==> config.mk <==
export PLATFORM = sky130hd
export DESIGN_NAME = crs_core_regs
export DESIGN_NICKNAME = d
export VERILOG_FILES = /design/src/rtl/crs_pkg.sv /design/src/rtl/crs_alu.sv /design/src/rtl/crs_core_regs.sv
export SDC_FILE = /design/constraint.sdc
export NUM_CORES = 1
export LEC_CHECK = 0
export ABC_AREA = 1
export BUFFER_PORTS_ARGS = -buffer_cell sky130_fd_sc_hd__buf_2
export CAP_MARGIN = 25
export CORE_MARGIN = 2
export CORE_UTILIZATION = 45
export CTS_BUF_LIST = sky130_fd_sc_hd__clkbuf_4
export CTS_CLUSTER_SIZE = 12
export DETAILED_ROUTE_END_ITERATION = 7
export MAX_ROUTING_LAYER = met4
export PLACE_DENSITY_LB_ADDON = 0.05
export SYNTH_ARGS = -nofsm -noshare
export SYNTH_HDL_FRONTEND = slang
export SYNTH_SLANG_ARGS = --single-unit
==> constraint.sdc <==
create_clock -name i_sys_clk -period 3.75 [get_ports i_sys_clk]
set_input_delay 0.375 -clock i_sys_clk [delete_from_list [all_inputs] [get_ports i_sys_clk]]
set_output_delay 0.375 -clock i_sys_clk [all_outputs]
set_load 0.01 [all_outputs]
==> src/rtl/crs_pkg.sv <==
// package: constants for the core register set
package crs_pkg;

	// ***********************************************
	// register space and flag layout
	// ***********************************************
	localparam logic [7:0] CRS_FLAGS_ADDR = 8'hf7;
	localparam logic [7:0] CRS_FLAGS_RESET = 8'h02;
	localparam int CRS_FLAG_GIE = 0;
	localparam int CRS_FLAG_ZERO = 1;
	localparam int CRS_FLAG_CARRY = 2;
	localparam int CRS_FLAG_SUPER = 3;
	localparam int CRS_FLAG_BANK = 4;
	// bits of the flags register that OR/AND may alter (super excluded)
	localparam logic [7:0] CRS_FLAGS_USER_MASK = 8'h17;
	localparam logic [7:0] CRS_FLAGS_IMPL_MASK = 8'h1f;
	localparam logic [7:0] CRS_ZERO_BYTE = 8'h00;
	localparam logic [15:0] CRS_PC_RESET = 16'h0000;

	// ***********************************************
	// operation codes driven by the execution logic
	// ***********************************************
	typedef enum logic [3:0] {
		CRS_OP_NONE = 4'b0000,
		CRS_OP_ADD = 4'b0001,
		CRS_OP_ADC = 4'b0010,
		CRS_OP_SUB = 4'b0011,
		CRS_OP_AND = 4'b0100,
		CRS_OP_OR = 4'b0101,
		CRS_OP_XOR = 4'b0110,
		CRS_OP_SHL = 4'b0111,
		CRS_OP_SHR = 4'b1000,
		CRS_OP_MOV = 4'b1001,
		CRS_OP_SWAP = 4'b1010
	} crs_op_t;

	// destination selector
	typedef enum logic [2:0] {
		CRS_DST_NONE = 3'b000,
		CRS_DST_ACC = 3'b001,
		CRS_DST_INDEX = 3'b010,
		CRS_DST_SP = 3'b011,
		CRS_DST_FLAGS = 3'b100
	} crs_dst_t;

	// stack pointer actions
	typedef enum logic [2:0] {
		CRS_SP_HOLD = 3'b000,
		CRS_SP_PUSH1 = 3'b001,
		CRS_SP_POP1 = 3'b010,
		CRS_SP_PUSH2 = 3'b011,
		CRS_SP_POP2 = 3'b100,
		CRS_SP_POP3 = 3'b101
	} crs_spop_t;

endpackage : crs_pkg

==> src/rtl/crs_alu.sv <==
// module: combinational arithmetic/logic unit with carry out and a carry-valid flag
module crs_alu (
	input wire logic [3:0] i_op,
	input wire logic [7:0] i_a,
	input wire logic [7:0] i_b,
	input wire logic i_carry,
	output logic [7:0] o_result,
	output logic o_carry,
	output logic o_carry_valid
);

	logic [8:0] wide;

	always_comb begin
		wide = {1'b0, i_a};
		o_carry_valid = 1'b1;
		case (crs_pkg::crs_op_t'(i_op))
			crs_pkg::CRS_OP_ADD: begin
				wide = {1'b0, i_a} + {1'b0, i_b};
			end
			crs_pkg::CRS_OP_ADC: begin
				wide = {1'b0, i_a} + {1'b0, i_b} + {8'h00, i_carry};
			end
			crs_pkg::CRS_OP_SUB: begin
				wide = {1'b0, i_a} - {1'b0, i_b};
			end
			crs_pkg::CRS_OP_AND: begin
				wide = {1'b0, i_a & i_b};
				o_carry_valid = 1'b0;
			end
			crs_pkg::CRS_OP_OR: begin
				wide = {1'b0, i_a | i_b};
				o_carry_valid = 1'b0;
			end
			crs_pkg::CRS_OP_XOR: begin
				wide = {1'b0, i_a ^ i_b};
				o_carry_valid = 1'b0;
			end
			crs_pkg::CRS_OP_SHL: begin
				wide = {i_a, 1'b0};
			end
			crs_pkg::CRS_OP_SHR: begin
				wide = {i_a[0], 1'b0, i_a[7:1]};
			end
			crs_pkg::CRS_OP_MOV: begin
				wide = {1'b0, i_b};
				o_carry_valid = 1'b0;
			end
			default: begin
				wide = {1'b0, i_a};
				o_carry_valid = 1'b0;
			end
		endcase
		o_result = wide[7:0];
		o_carry = wide[8];
	end

endmodule : crs_alu

==> src/rtl/crs_core_regs.sv <==
// module: architectural register set of the 8-bit core
// Behaviour
// - the program counter is 16 bits and reaches all of program memory directly.
// - the accumulator receives the result of source-addressed instructions.
// - the index register supplies the offset added to form indexed addresses.
// - the stack pointer tracks top of stack and moves on push, pop, calls and returns.
// - swap and add instructions may also write the stack pointer.
// - the flags keep zero at bit 1, carry at bit 2 and supervisory state at bit 3.
// - flags bit 0 is the global interrupt enable.
// - user code cannot alter the supervisory bit; only the core changes it.
// - arithmetic, logic and shift operations update flags as each operation dictates.
// - core registers change only through instruction execution, not as register-space cells.
// - the flags register reads at register address f7 and resets to 0x02.
// - flags bit 4 selects register bank 0 or bank 1.
// - software sets or clears flag bits only via OR and AND targeting the flags.
module crs_core_regs (
	input wire logic i_sys_clk,
	input wire logic i_rst,
	input wire logic i_clk_en,
	// execution request
	input wire logic i_exec,
	input wire logic [3:0] i_op,
	input wire logic [2:0] i_dst,
	input wire logic [7:0] i_operand,
	input wire logic i_operand_is_index,
	input wire logic i_set_flags,
	// program counter control
	input wire logic i_pc_load,
	input wire logic [15:0] i_pc_target,
	input wire logic i_pc_inc,
	input wire logic [1:0] i_pc_step,
	// stack control
	input wire logic [2:0] i_sp_op,
	// supervisory entry/exit by the core
	input wire logic i_super_enter,
	input wire logic i_super_leave,
	// interrupt entry clears the global enable
	input wire logic i_int_entry,
	// register-space read port for the flags
	input wire logic i_rd_en,
	input wire logic [7:0] i_rd_addr,
	output logic [7:0] o_rd_data,
	output logic o_rd_hit,
	// state views for the execution logic
	output logic [15:0] o_program_counter,
	output logic [7:0] o_program_counter_low,
	output logic [7:0] o_program_counter_high,
	output logic [7:0] o_accumulator,
	output logic [7:0] o_index,
	output logic [7:0] o_stack_pointer,
	output logic [7:0] o_processor_flags,
	output logic [7:0] o_indexed_addr,
	output logic o_global_interrupt_enable,
	output logic o_bank_select,
	output logic o_supervisor
);

	// ***********************************************
	// state
	// ***********************************************
	logic [15:0] pc_q;
	logic [15:0] pc_d;
	logic [7:0] acc_q;
	logic [7:0] acc_d;
	logic [7:0] idx_q;
	logic [7:0] idx_d;
	logic [7:0] sp_q;
	logic [7:0] sp_d;
	logic [7:0] flags_q;
	logic [7:0] flags_d;
	logic [7:0] rd_data_q;
	logic rd_hit_q;

	logic [7:0] alu_a;
	logic [7:0] alu_b;
	logic [7:0] alu_res;
	logic alu_carry;
	logic alu_carry_valid;
	logic [7:0] swap_partner;
	logic dst_acc;
	logic dst_idx;
	logic dst_sp;
	logic dst_flags;
	logic is_swap;
	logic rd_match;
	logic flags_logic_wr;
	logic [7:0] flags_sw;
	logic [15:0] pc_seq;

	assign dst_acc = i_exec && (crs_pkg::crs_dst_t'(i_dst) == crs_pkg::CRS_DST_ACC);
	assign dst_idx = i_exec && (crs_pkg::crs_dst_t'(i_dst) == crs_pkg::CRS_DST_INDEX);
	assign dst_sp = i_exec && (crs_pkg::crs_dst_t'(i_dst) == crs_pkg::CRS_DST_SP);
	assign dst_flags = i_exec && (crs_pkg::crs_dst_t'(i_dst) == crs_pkg::CRS_DST_FLAGS);
	assign is_swap = (crs_pkg::crs_op_t'(i_op) == crs_pkg::CRS_OP_SWAP);
	// only OR and AND may write the flags from software
	assign flags_logic_wr = dst_flags && ((crs_pkg::crs_op_t'(i_op) == crs_pkg::CRS_OP_OR) ||
		(crs_pkg::crs_op_t'(i_op) == crs_pkg::CRS_OP_AND));
	// the flags are the only core register that the register space decodes
	assign rd_match = i_rd_en && (i_rd_addr == crs_pkg::CRS_FLAGS_ADDR);

	// ***********************************************
	// operand selection and alu
	// ***********************************************
	always_comb begin
		case (crs_pkg::crs_dst_t'(i_dst))
			crs_pkg::CRS_DST_INDEX: alu_a = idx_q;
			crs_pkg::CRS_DST_SP: alu_a = sp_q;
			crs_pkg::CRS_DST_FLAGS: alu_a = flags_q;
			default: alu_a = acc_q;
		endcase
	end

	// indexed mode: operand plus index register
	assign o_indexed_addr = i_operand + idx_q;
	// with i_operand_is_index the second alu operand is the index register itself, not i_operand
	assign alu_b = i_operand_is_index ? idx_q : i_operand;
	// swap exchanges the accumulator with an index or stack pointer target
	assign swap_partner = acc_q;

	crs_alu u_alu (
		.i_op(i_op),
		.i_a(alu_a),
		.i_b(alu_b),
		.i_carry(flags_q[crs_pkg::CRS_FLAG_CARRY]),
		.o_result(alu_res),
		.o_carry(alu_carry),
		.o_carry_valid(alu_carry_valid)
	);

	// ***********************************************
	// program counter
	// ***********************************************
	// a 16-bit wrap is harmless: all of program memory sits below it
	assign pc_seq = pc_q + {14'h0000, i_pc_step};

	always_comb begin
		pc_d = pc_q;
		if (i_pc_load) begin
			pc_d = i_pc_target;
		end else if (i_pc_inc) begin
			pc_d = pc_seq;
		end
	end

	always_ff @(posedge i_sys_clk or posedge i_rst) begin
		if (i_rst) begin
			pc_q <= crs_pkg::CRS_PC_RESET;
		end else if (i_clk_en) begin
			pc_q <= pc_d;
		end
	end

	// ***********************************************
	// accumulator and index
	// ***********************************************
	always_comb begin
		acc_d = acc_q;
		if (dst_acc && !is_swap) begin
			acc_d = alu_res;
		end else if (is_swap && (dst_idx || dst_sp)) begin
			acc_d = dst_idx ? idx_q : sp_q;
		end
	end

	always_comb begin
		idx_d = idx_q;
		if (dst_idx) begin
			idx_d = is_swap ? swap_partner : alu_res;
		end
	end

	always_ff @(posedge i_sys_clk or posedge i_rst) begin
		if (i_rst) begin
			acc_q <= crs_pkg::CRS_ZERO_BYTE;
		end else if (i_clk_en) begin
			acc_q <= acc_d;
		end
	end

	always_ff @(posedge i_sys_clk or posedge i_rst) begin
		if (i_rst) begin
			idx_q <= crs_pkg::CRS_ZERO_BYTE;
		end else if (i_clk_en) begin
			idx_q <= idx_d;
		end
	end

	// ***********************************************
	// stack pointer
	// ***********************************************
	always_comb begin
		sp_d = sp_q;
		// no overflow check: the stack wraps inside its 256-byte page
		case (crs_pkg::crs_spop_t'(i_sp_op))
			crs_pkg::CRS_SP_PUSH1: sp_d = sp_q + 8'h01;
			crs_pkg::CRS_SP_POP1: sp_d = sp_q - 8'h01;
			crs_pkg::CRS_SP_PUSH2: sp_d = sp_q + 8'h02;
			crs_pkg::CRS_SP_POP2: sp_d = sp_q - 8'h02;
			crs_pkg::CRS_SP_POP3: sp_d = sp_q - 8'h03;
			default: sp_d = sp_q;
		endcase
		// an explicit write by swap or add outranks the stack action
		if (dst_sp) begin
			sp_d = is_swap ? swap_partner : alu_res;
		end
	end

	always_ff @(posedge i_sys_clk or posedge i_rst) begin
		if (i_rst) begin
			sp_q <= crs_pkg::CRS_ZERO_BYTE;
		end else if (i_clk_en) begin
			sp_q <= sp_d;
		end
	end

	// ***********************************************
	// software write of the flags, bit by bit
	// ***********************************************
	// a bit outside the user mask keeps its value, which shields the super bit
	for (genvar b = 0; b < 8; b++) begin : g_flag_bit
		if (crs_pkg::CRS_FLAGS_USER_MASK[b]) begin : g_user
			assign flags_sw[b] = alu_res[b];
		end else begin : g_kept
			assign flags_sw[b] = flags_q[b];
		end
	end

	// ***********************************************
	// flags
	// ***********************************************
	always_comb begin
		flags_d = flags_q;
		if (flags_logic_wr) begin
			flags_d = flags_sw;
		end else if (i_exec && i_set_flags && !dst_flags && !is_swap) begin
			flags_d[crs_pkg::CRS_FLAG_ZERO] = (alu_res == 8'h00);
			if (alu_carry_valid) begin
				flags_d[crs_pkg::CRS_FLAG_CARRY] = alu_carry;
			end
		end
		if (i_int_entry) begin
			flags_d[crs_pkg::CRS_FLAG_GIE] = 1'b0;
		end
		if (i_super_enter) begin
			flags_d[crs_pkg::CRS_FLAG_SUPER] = 1'b1;
		end else if (i_super_leave) begin
			flags_d[crs_pkg::CRS_FLAG_SUPER] = 1'b0;
		end
		// reserved bits never hold a one
		flags_d = flags_d & crs_pkg::CRS_FLAGS_IMPL_MASK;
	end

	always_ff @(posedge i_sys_clk or posedge i_rst) begin
		if (i_rst) begin
			flags_q <= crs_pkg::CRS_FLAGS_RESET;
		end else if (i_clk_en) begin
			flags_q <= flags_d;
		end
	end

	// ***********************************************
	// register-space read of the flags
	// ***********************************************
	always_ff @(posedge i_sys_clk or posedge i_rst) begin
		if (i_rst) begin
			rd_hit_q <= 1'b0;
		end else if (i_clk_en) begin
			rd_hit_q <= rd_match;
		end
	end

	// a miss returns zero rather than holding the last value, so nothing leaks
	always_ff @(posedge i_sys_clk or posedge i_rst) begin
		if (i_rst) begin
			rd_data_q <= crs_pkg::CRS_ZERO_BYTE;
		end else if (i_clk_en) begin
			// only the flags answer; other core registers are not in register space
			if (rd_match) begin
				rd_data_q <= flags_q;
			end else begin
				rd_data_q <= crs_pkg::CRS_ZERO_BYTE;
			end
		end
	end

	// ***********************************************
	// outputs
	// ***********************************************
	assign o_rd_data = rd_data_q;
	assign o_rd_hit = rd_hit_q;
	assign o_program_counter = pc_q;
	assign o_program_counter_low = pc_q[7:0];
	assign o_program_counter_high = pc_q[15:8];
	assign o_accumulator = acc_q;
	assign o_index = idx_q;
	assign o_stack_pointer = sp_q;
	assign o_processor_flags = flags_q;
	assign o_global_interrupt_enable = flags_q[crs_pkg::CRS_FLAG_GIE];
	assign o_bank_select = flags_q[crs_pkg::CRS_FLAG_BANK];
	assign o_supervisor = flags_q[crs_pkg::CRS_FLAG_SUPER];

endmodule : crs_core_regs

# == Yosys cells after proc, flatten, opt, wreduce, memory -nomap -nowiden ==
# Cells that the tools add are included.
# W data, S select, Z words.
# totals
inputBits,56
register_bits,54
out_inout_bits,84
# op_classes
n_mux,20
n_eq_ne,20
addsub,10
bitwise,3
n_reduce_logical,33
# op_table
cell,count
$pmux W9 S9,1
$mux W8,6
$pmux W8 S5,1
$mux W16,2
$pmux W8 S3,1
$add A16 B2 Y16,1
$eq A4 B3 Y1 const B,4
$reduce_and A2 Y1,8
$sub A8 B2 Y8 const B,2
$eq A3 B2 Y1 const B,4
$eq A4 B4 Y1 const B,3
$reduce_bool A2 Y1,6
$logic_and A1 B1 Y1,11
$add A8 B8 Y9,1
$add A9 B1 Y9,1
$eq A3 B3 Y1 const B,3
$sub A8 B8 Y9,1
$add A8 B1 Y8 const B,1
$add A8 B2 Y8 const B,1
$add A8 B8 Y8,1
$and A8 B8 Y8,1
$eq A4 B2 Y1 const B,2
$eq A8 B8 Y1 const B,1
$logic_not A8 Y1,1
13 further kinds,22

# == Logic depth before layout (Yosys ltp) ==
# logic_depth
word_depth,8
ltp_mapped,25

# == Hierarchy ==
# A second synthesis with hierarchy kept.
# hier_totals
cells_unflattened,973
area_unflattened_um2,6247.2
# by_module_without_submodules
module,cells_each,instances,area_each_um2,seq_area_each_um2
crs_core_regs,656,1,4471.8,1277.5
crs_alu,317,1,1775.5,0.0

# == Worst setup path after synthesis ==
# Ideal clock, no wire load.
# synth_path
path_type,input -> register
startpoint,in i_dst[0]
endpoint,reg flags_q[1] (netlist: o_processor_flags[1])
t_arrival_ns,2.846
setup_time_ns,0.073
path_slack_ns,0.831
required_time_ns,3.677
stages,22
path_cell_list,nor2_2 nand2_1 nand2_1 inv_2 nand2_1 nand2_1 ha_1 fa_1 ha_1 nand3_1 nand2_1 nor2_1 nand2_1 nor2_1 nand3_1 nand2_1 nand2_1 nor2_1 nand2_1 nor2_1 nand2_1 a21oi_1
# synth_between
elab_chain_cells,8
# synth_lines
item,line,source
"start, declared",crs_core_regs.sv:23,"input wire logic [2:0] i_dst,"
$eq A3 B3 Y1 or $eq A3 B2 Y1 (tied branches),"crs_core_regs.sv:93, crs_core_regs.sv:105",
$pmux W8 S3,crs_core_regs.sv:105,case (crs_pkg::crs_dst_t'(i_dst))
$add A8 B8 Y9,"crs_alu.sv:19, crs_alu.sv:22",
$add A9 B1 Y9,crs_alu.sv:22,"wide = {1'b0, i_a} + {1'b0, i_b} + {8'h00, i_carry};"
$pmux W9 S9,crs_alu.sv:17,case (crs_pkg::crs_op_t'(i_op))
$logic_not A8 Y1,crs_core_regs.sv:236,flags_d[crs_pkg::CRS_FLAG_ZERO] = (alu_res == 8'h00);
$mux W2,crs_core_regs.sv:235,end else if (i_exec && i_set_flags && !dst_flags && !is_swap) begin
$mux W2,crs_core_regs.sv:233,if (flags_logic_wr) begin
"end signal, assigned",crs_core_regs.sv:255,flags_q <= crs_pkg::CRS_FLAGS_RESET;
"end signal, assigned",crs_core_regs.sv:257,flags_q <= flags_d;
"end, declared",crs_core_regs.sv:69,logic [7:0] flags_q;
# Parallel ways exist; a longest one is shown, timed or not. The select of a mux whose other input is x is not followed.
# A chain may end at the register's enable or synchronous reset.

# == Worst setup path after layout ==
# layout_path
startpoint,reg idx_q[0] (netlist: o_index[0])
endpoint,reg idx_q[6] (netlist: o_index[6])
# layout_between
elab_chain_cells,5
# layout_lines
item,line,source
"start, declared",crs_core_regs.sv:65,logic [7:0] idx_q;
"start signal, assigned",crs_core_regs.sv:182,idx_q <= crs_pkg::CRS_ZERO_BYTE;
"start signal, assigned",crs_core_regs.sv:184,idx_q <= idx_d;
$pmux W8 S3 or $mux W8 (tied branches),"crs_core_regs.sv:105, crs_core_regs.sv:116",
$add A8 B8 Y9,"crs_alu.sv:19, crs_alu.sv:22",
$add A9 B1 Y9,crs_alu.sv:22,
$pmux W9 S9 *,crs_alu.sv:17,
$mux W8 *,crs_core_regs.sv:168,idx_d = is_swap ? swap_partner : alu_res;
# Every way passes the cells marked *; elsewhere a longest branch is shown, timed or not.

==> results.py <==
metrics = {
    "placement": {
        "io_buffer_count": 133,
        "placed_cells": 1261,
        "hpwl_um": 16000,
        "gp_congestion": 1.05,
    },
    "sta": {
        "holdWs_ns": 0.0302,
        "timing.final.max_slew_violations": 0,
        "max_freq_ghz": 0.300,
        "clock_skew_ns": 0.0155,
        "finalCriticalPeriod_ns": 3.33,
        "max-slew-margin-rel_pct": 56.6,
        "finalSetupViolations": 0,
        "post-route-period-util_pct": 88.9,
        "report.final.hold_viol_count": 0,
        "tightest_slew_ns": 0.649,
        "tns_ns": 0,
        "rsz0062_at_grt": "no",
    },
    "critical_path": {
        "start_kind": "register",
        "worstPathArrival_ns": 3.68,
        "crit_required_ns": 4.10,
        "path_class": "reg -> reg",
        "critical_path.max_fanout": 6,
        "r2r_slack_ns": 0.42,
        "worstSetupEndpointType": "register",
    },
    "power_and_ir_drop": {
        "ir_drop_mv": 0.277,
        "p_leak_uw": 0.00376,
        "power_density_nw_per_um2": 494,
    },
    "clocking": {
        "cts_root_buf": "clkbuf_4",
        "cts_resized": 0,
        "tritoncts": "done",
        "ctsHoldBuffers": 0,
        "clockBufferDepth": 2,
        "cts-htree-levels": 2,
        "numCtsBuffers": 5,
        "clock_latency_ns": 0.40,
        "clkTransAtPathRegs_ns": 0.16,
        "cts_setup_buffers": 0,
        "cts_sinks": 51,
    },
    "yosys": {
        "synth-simple-area-share_pct": 33.9,
        "mappedNetlistArea_um2": 6060,
        "ys_ff_latch": 51,
        "synth_commonest_cells": "nand2_1, inv_1, o21ai_0",
        "synth-compound-area-share_pct": 17.0,
        "yosysWarnings": 0,
        "ys_seq_area_share_pct": 21.1,
        "synth_ff_type": "dfrtp_1",
        "yosys.area.top_type_share_pct": 20.7,
        "yosysUniqueCellTypes": 46,
        "synthTopCellsByArea": "dfrtp_1, nand2_1, ha_1",
        "yosysMostFrequentCell": "nand2_1",
        "syn_avg_cell_area_um2": 6.19,
        "yosysTopAreaCell": "dfrtp_1",
        "synth-edff-count": 0,
        "synth.mux.area_fraction_pct": 0,
        "async_flop_share_pct": 100,
        "synth_top_family_by_area": "simple AND/OR/NAND/NOR gates",
        "netlist_instances": 978,
        "synth_fa_ha_area_share_pct": 11.5,
        "synth_xor_area_share_pct": 3.18,
    },
    "cells_and_area": {
        "drive_gt1_share_pct": 17.2,
        "antenna_cells": 0,
        "final_cells": 1269,
        "nets": 1200,
        "area_growth_pct": 13.2,
    },
    "floorplan": {
        "rows": 42,
        "core_area_um2": 13200,
        "die_area_um2": 14400,
        "die_w_um": 120,
        "pin_count": 140,
        "start_util_pct": 45.9,
        "die_h_um": 120,
    },
    "routing": {
        "wl_met2_um": 9170,
        "met1_length_um": 8990,
        "vias": 6693,
        "highest_layer": "met4",
        "drt_pass1_iterations": 5,
        "wl_um": 19700,
        "drc_errors": 0,
        "wl_met3_um": 1070,
        "drt-initial-drc-count": 473,
        "detail-route-antenna-nets": 0,
        "wire_per_inst_um": 15.6,
        "avgViaCountPerCell": 5.27,
    },
    "hold_path": {
        "hold_path.class": "in -> async",
    },
    "grt": {
        "antenna_found_initial": 0,
        "grt_first_pass_wirelength_um": 31900,
        "grt_pass1_vias": 6142,
        "grt_usage_pct": 28.3,
        "grt_max_degree": 28,
        "grt_overflow": 0,
    },
    "run": {
        "maxCapViolations": 0,
    },
    "outcome": {
        "status": "finished, final reports clean",
    },
}
-- final timing paths --
path,startpoint,to,cells past startpoint
min,i_rst,o_program_counter[15],2
max,o_index[0],o_index[6],17
max in group asynchronous,i_rst,o_accumulator[6],3
min reg2reg,o_rd_data[3],o_rd_data[3],2
max reg2reg,o_index[0],o_index[6],17
min in group i_sys_clk,i_int_entry,o_processor_flags[0],2
-- flip-flops by register name (all words and copies together) (netlist names) --
signal / cells
o_program_counter: 16
o_processor_flags: 5
o_index: 8
o_accumulator: 8
o_rd_hit: 1
o_stack_pointer: 8
o_rd_data: 5
-- metrics by stage --
stage | utilization [%] | power, uW | setup slack [ns] | area (um2)
after floorplan | - | 2350 | 0.831 | 6080
after global placement | 51.4 | 3040 | 0.143 | 6780
after detailed placement | 51.4 | 3030 | 0.149 | 6780
after CTS | 52.0 | 3380 | 0.478 | 6860
after global routing | 52.0 | 3710 | 0.163 | 6860
final | 52.0 | 3390 | 0.417 | 6860
-- power by group --
group | internal [uW] | switching, uW
clock | 141 | 201
sequential | 682 | 229
combinational | 797 | 1340
total | 1620 | 1770
-- kinds of logic (layout without fill, tap and decap cells) --
family / count (synthesis) / in the layout
simple gates: 480 / 480
buf+inv: 184 / 294
other cells: 1 / 6
fa+ha+maj: 52 / 52
flops: 51 / 51
xor+xnor: 22 / 22
compound gates: 188 / 188
-- critical path: stages (launching register included) --
cell	delay, ns
dfrtp_1	0.50
inv_1	0.10
nor2_1	0.05
nor2_2	0.14
nand2_1	0.10
ha_1	0.28
fa_1	0.55
ha_1	0.15
inv_1	0.04
nor2_1	0.16
nand2_1	0.09
nor2_1	0.20
nand2_1	0.08
nand2_1	0.06
nand3_1	0.10
a21oi_2	0.36
a21boi_0	0.16
o21ai_1	0.14
-- final cells by class --
type / instances / area (um2)
Fill cell: 1413 / 6330
Clock inverter: 3 / 43.8
Sequential cell: 51 / 1280
Tap cell: 176 / 220
Multi-Input combinational cell: 748 / 4000
Inverter: 141 / 529
Timing Repair Buffer: 145 / 756
Clock buffer: 5 / 37.5
-- per-layer routing --
metal	GRT usage, %	vias to the layer above
met5	-	-
met4	8.97	0
met3	3.47	39
met2	45.1	238
met1	37.6	3067
li1	-	3349
-- cell usage in the layout (no fill, tap or decap), types with 2 or more instances in the layout --
cell type | synthesis | routed
ha_1 | 46 | 46
o22ai_1 | 7 | 7
clkbuf_4 | 0 | 5
conb_1 | 1 | 6
nand3_2 | 3 | 3
o21ai_0 | 95 | 95
fa_1 | 6 | 6
dfrtp_1 | 50 | 50
a21boi_0 | 3 | 3
nand3b_1 | 6 | 6
xor2_1 | 14 | 14
nor2_2 | 12 | 12
o21a_1 | 2 | 2
a21oi_1 | 53 | 53
nand3_1 | 63 | 63
o31ai_1 | 2 | 2
nor3_1 | 2 | 2
buf_4 | 28 | 12
inv_1 | 136 | 135
nand4_1 | 15 | 15
a22oi_1 | 3 | 3
nand2_1 | 274 | 274
nor2_1 | 92 | 92
inv_2 | 5 | 6
or2_2 | 3 | 3
xnor2_1 | 8 | 8
buf_2 | 6 | 133
o21bai_1 | 2 | 2
o211ai_1 | 5 | 5
nor4_1 | 2 | 2
a31oi_1 | 3 | 3
nor2_4 | 4 | 4
o21ai_1 | 6 | 6
Note: power is estimated with default switching activity, not from simulation.
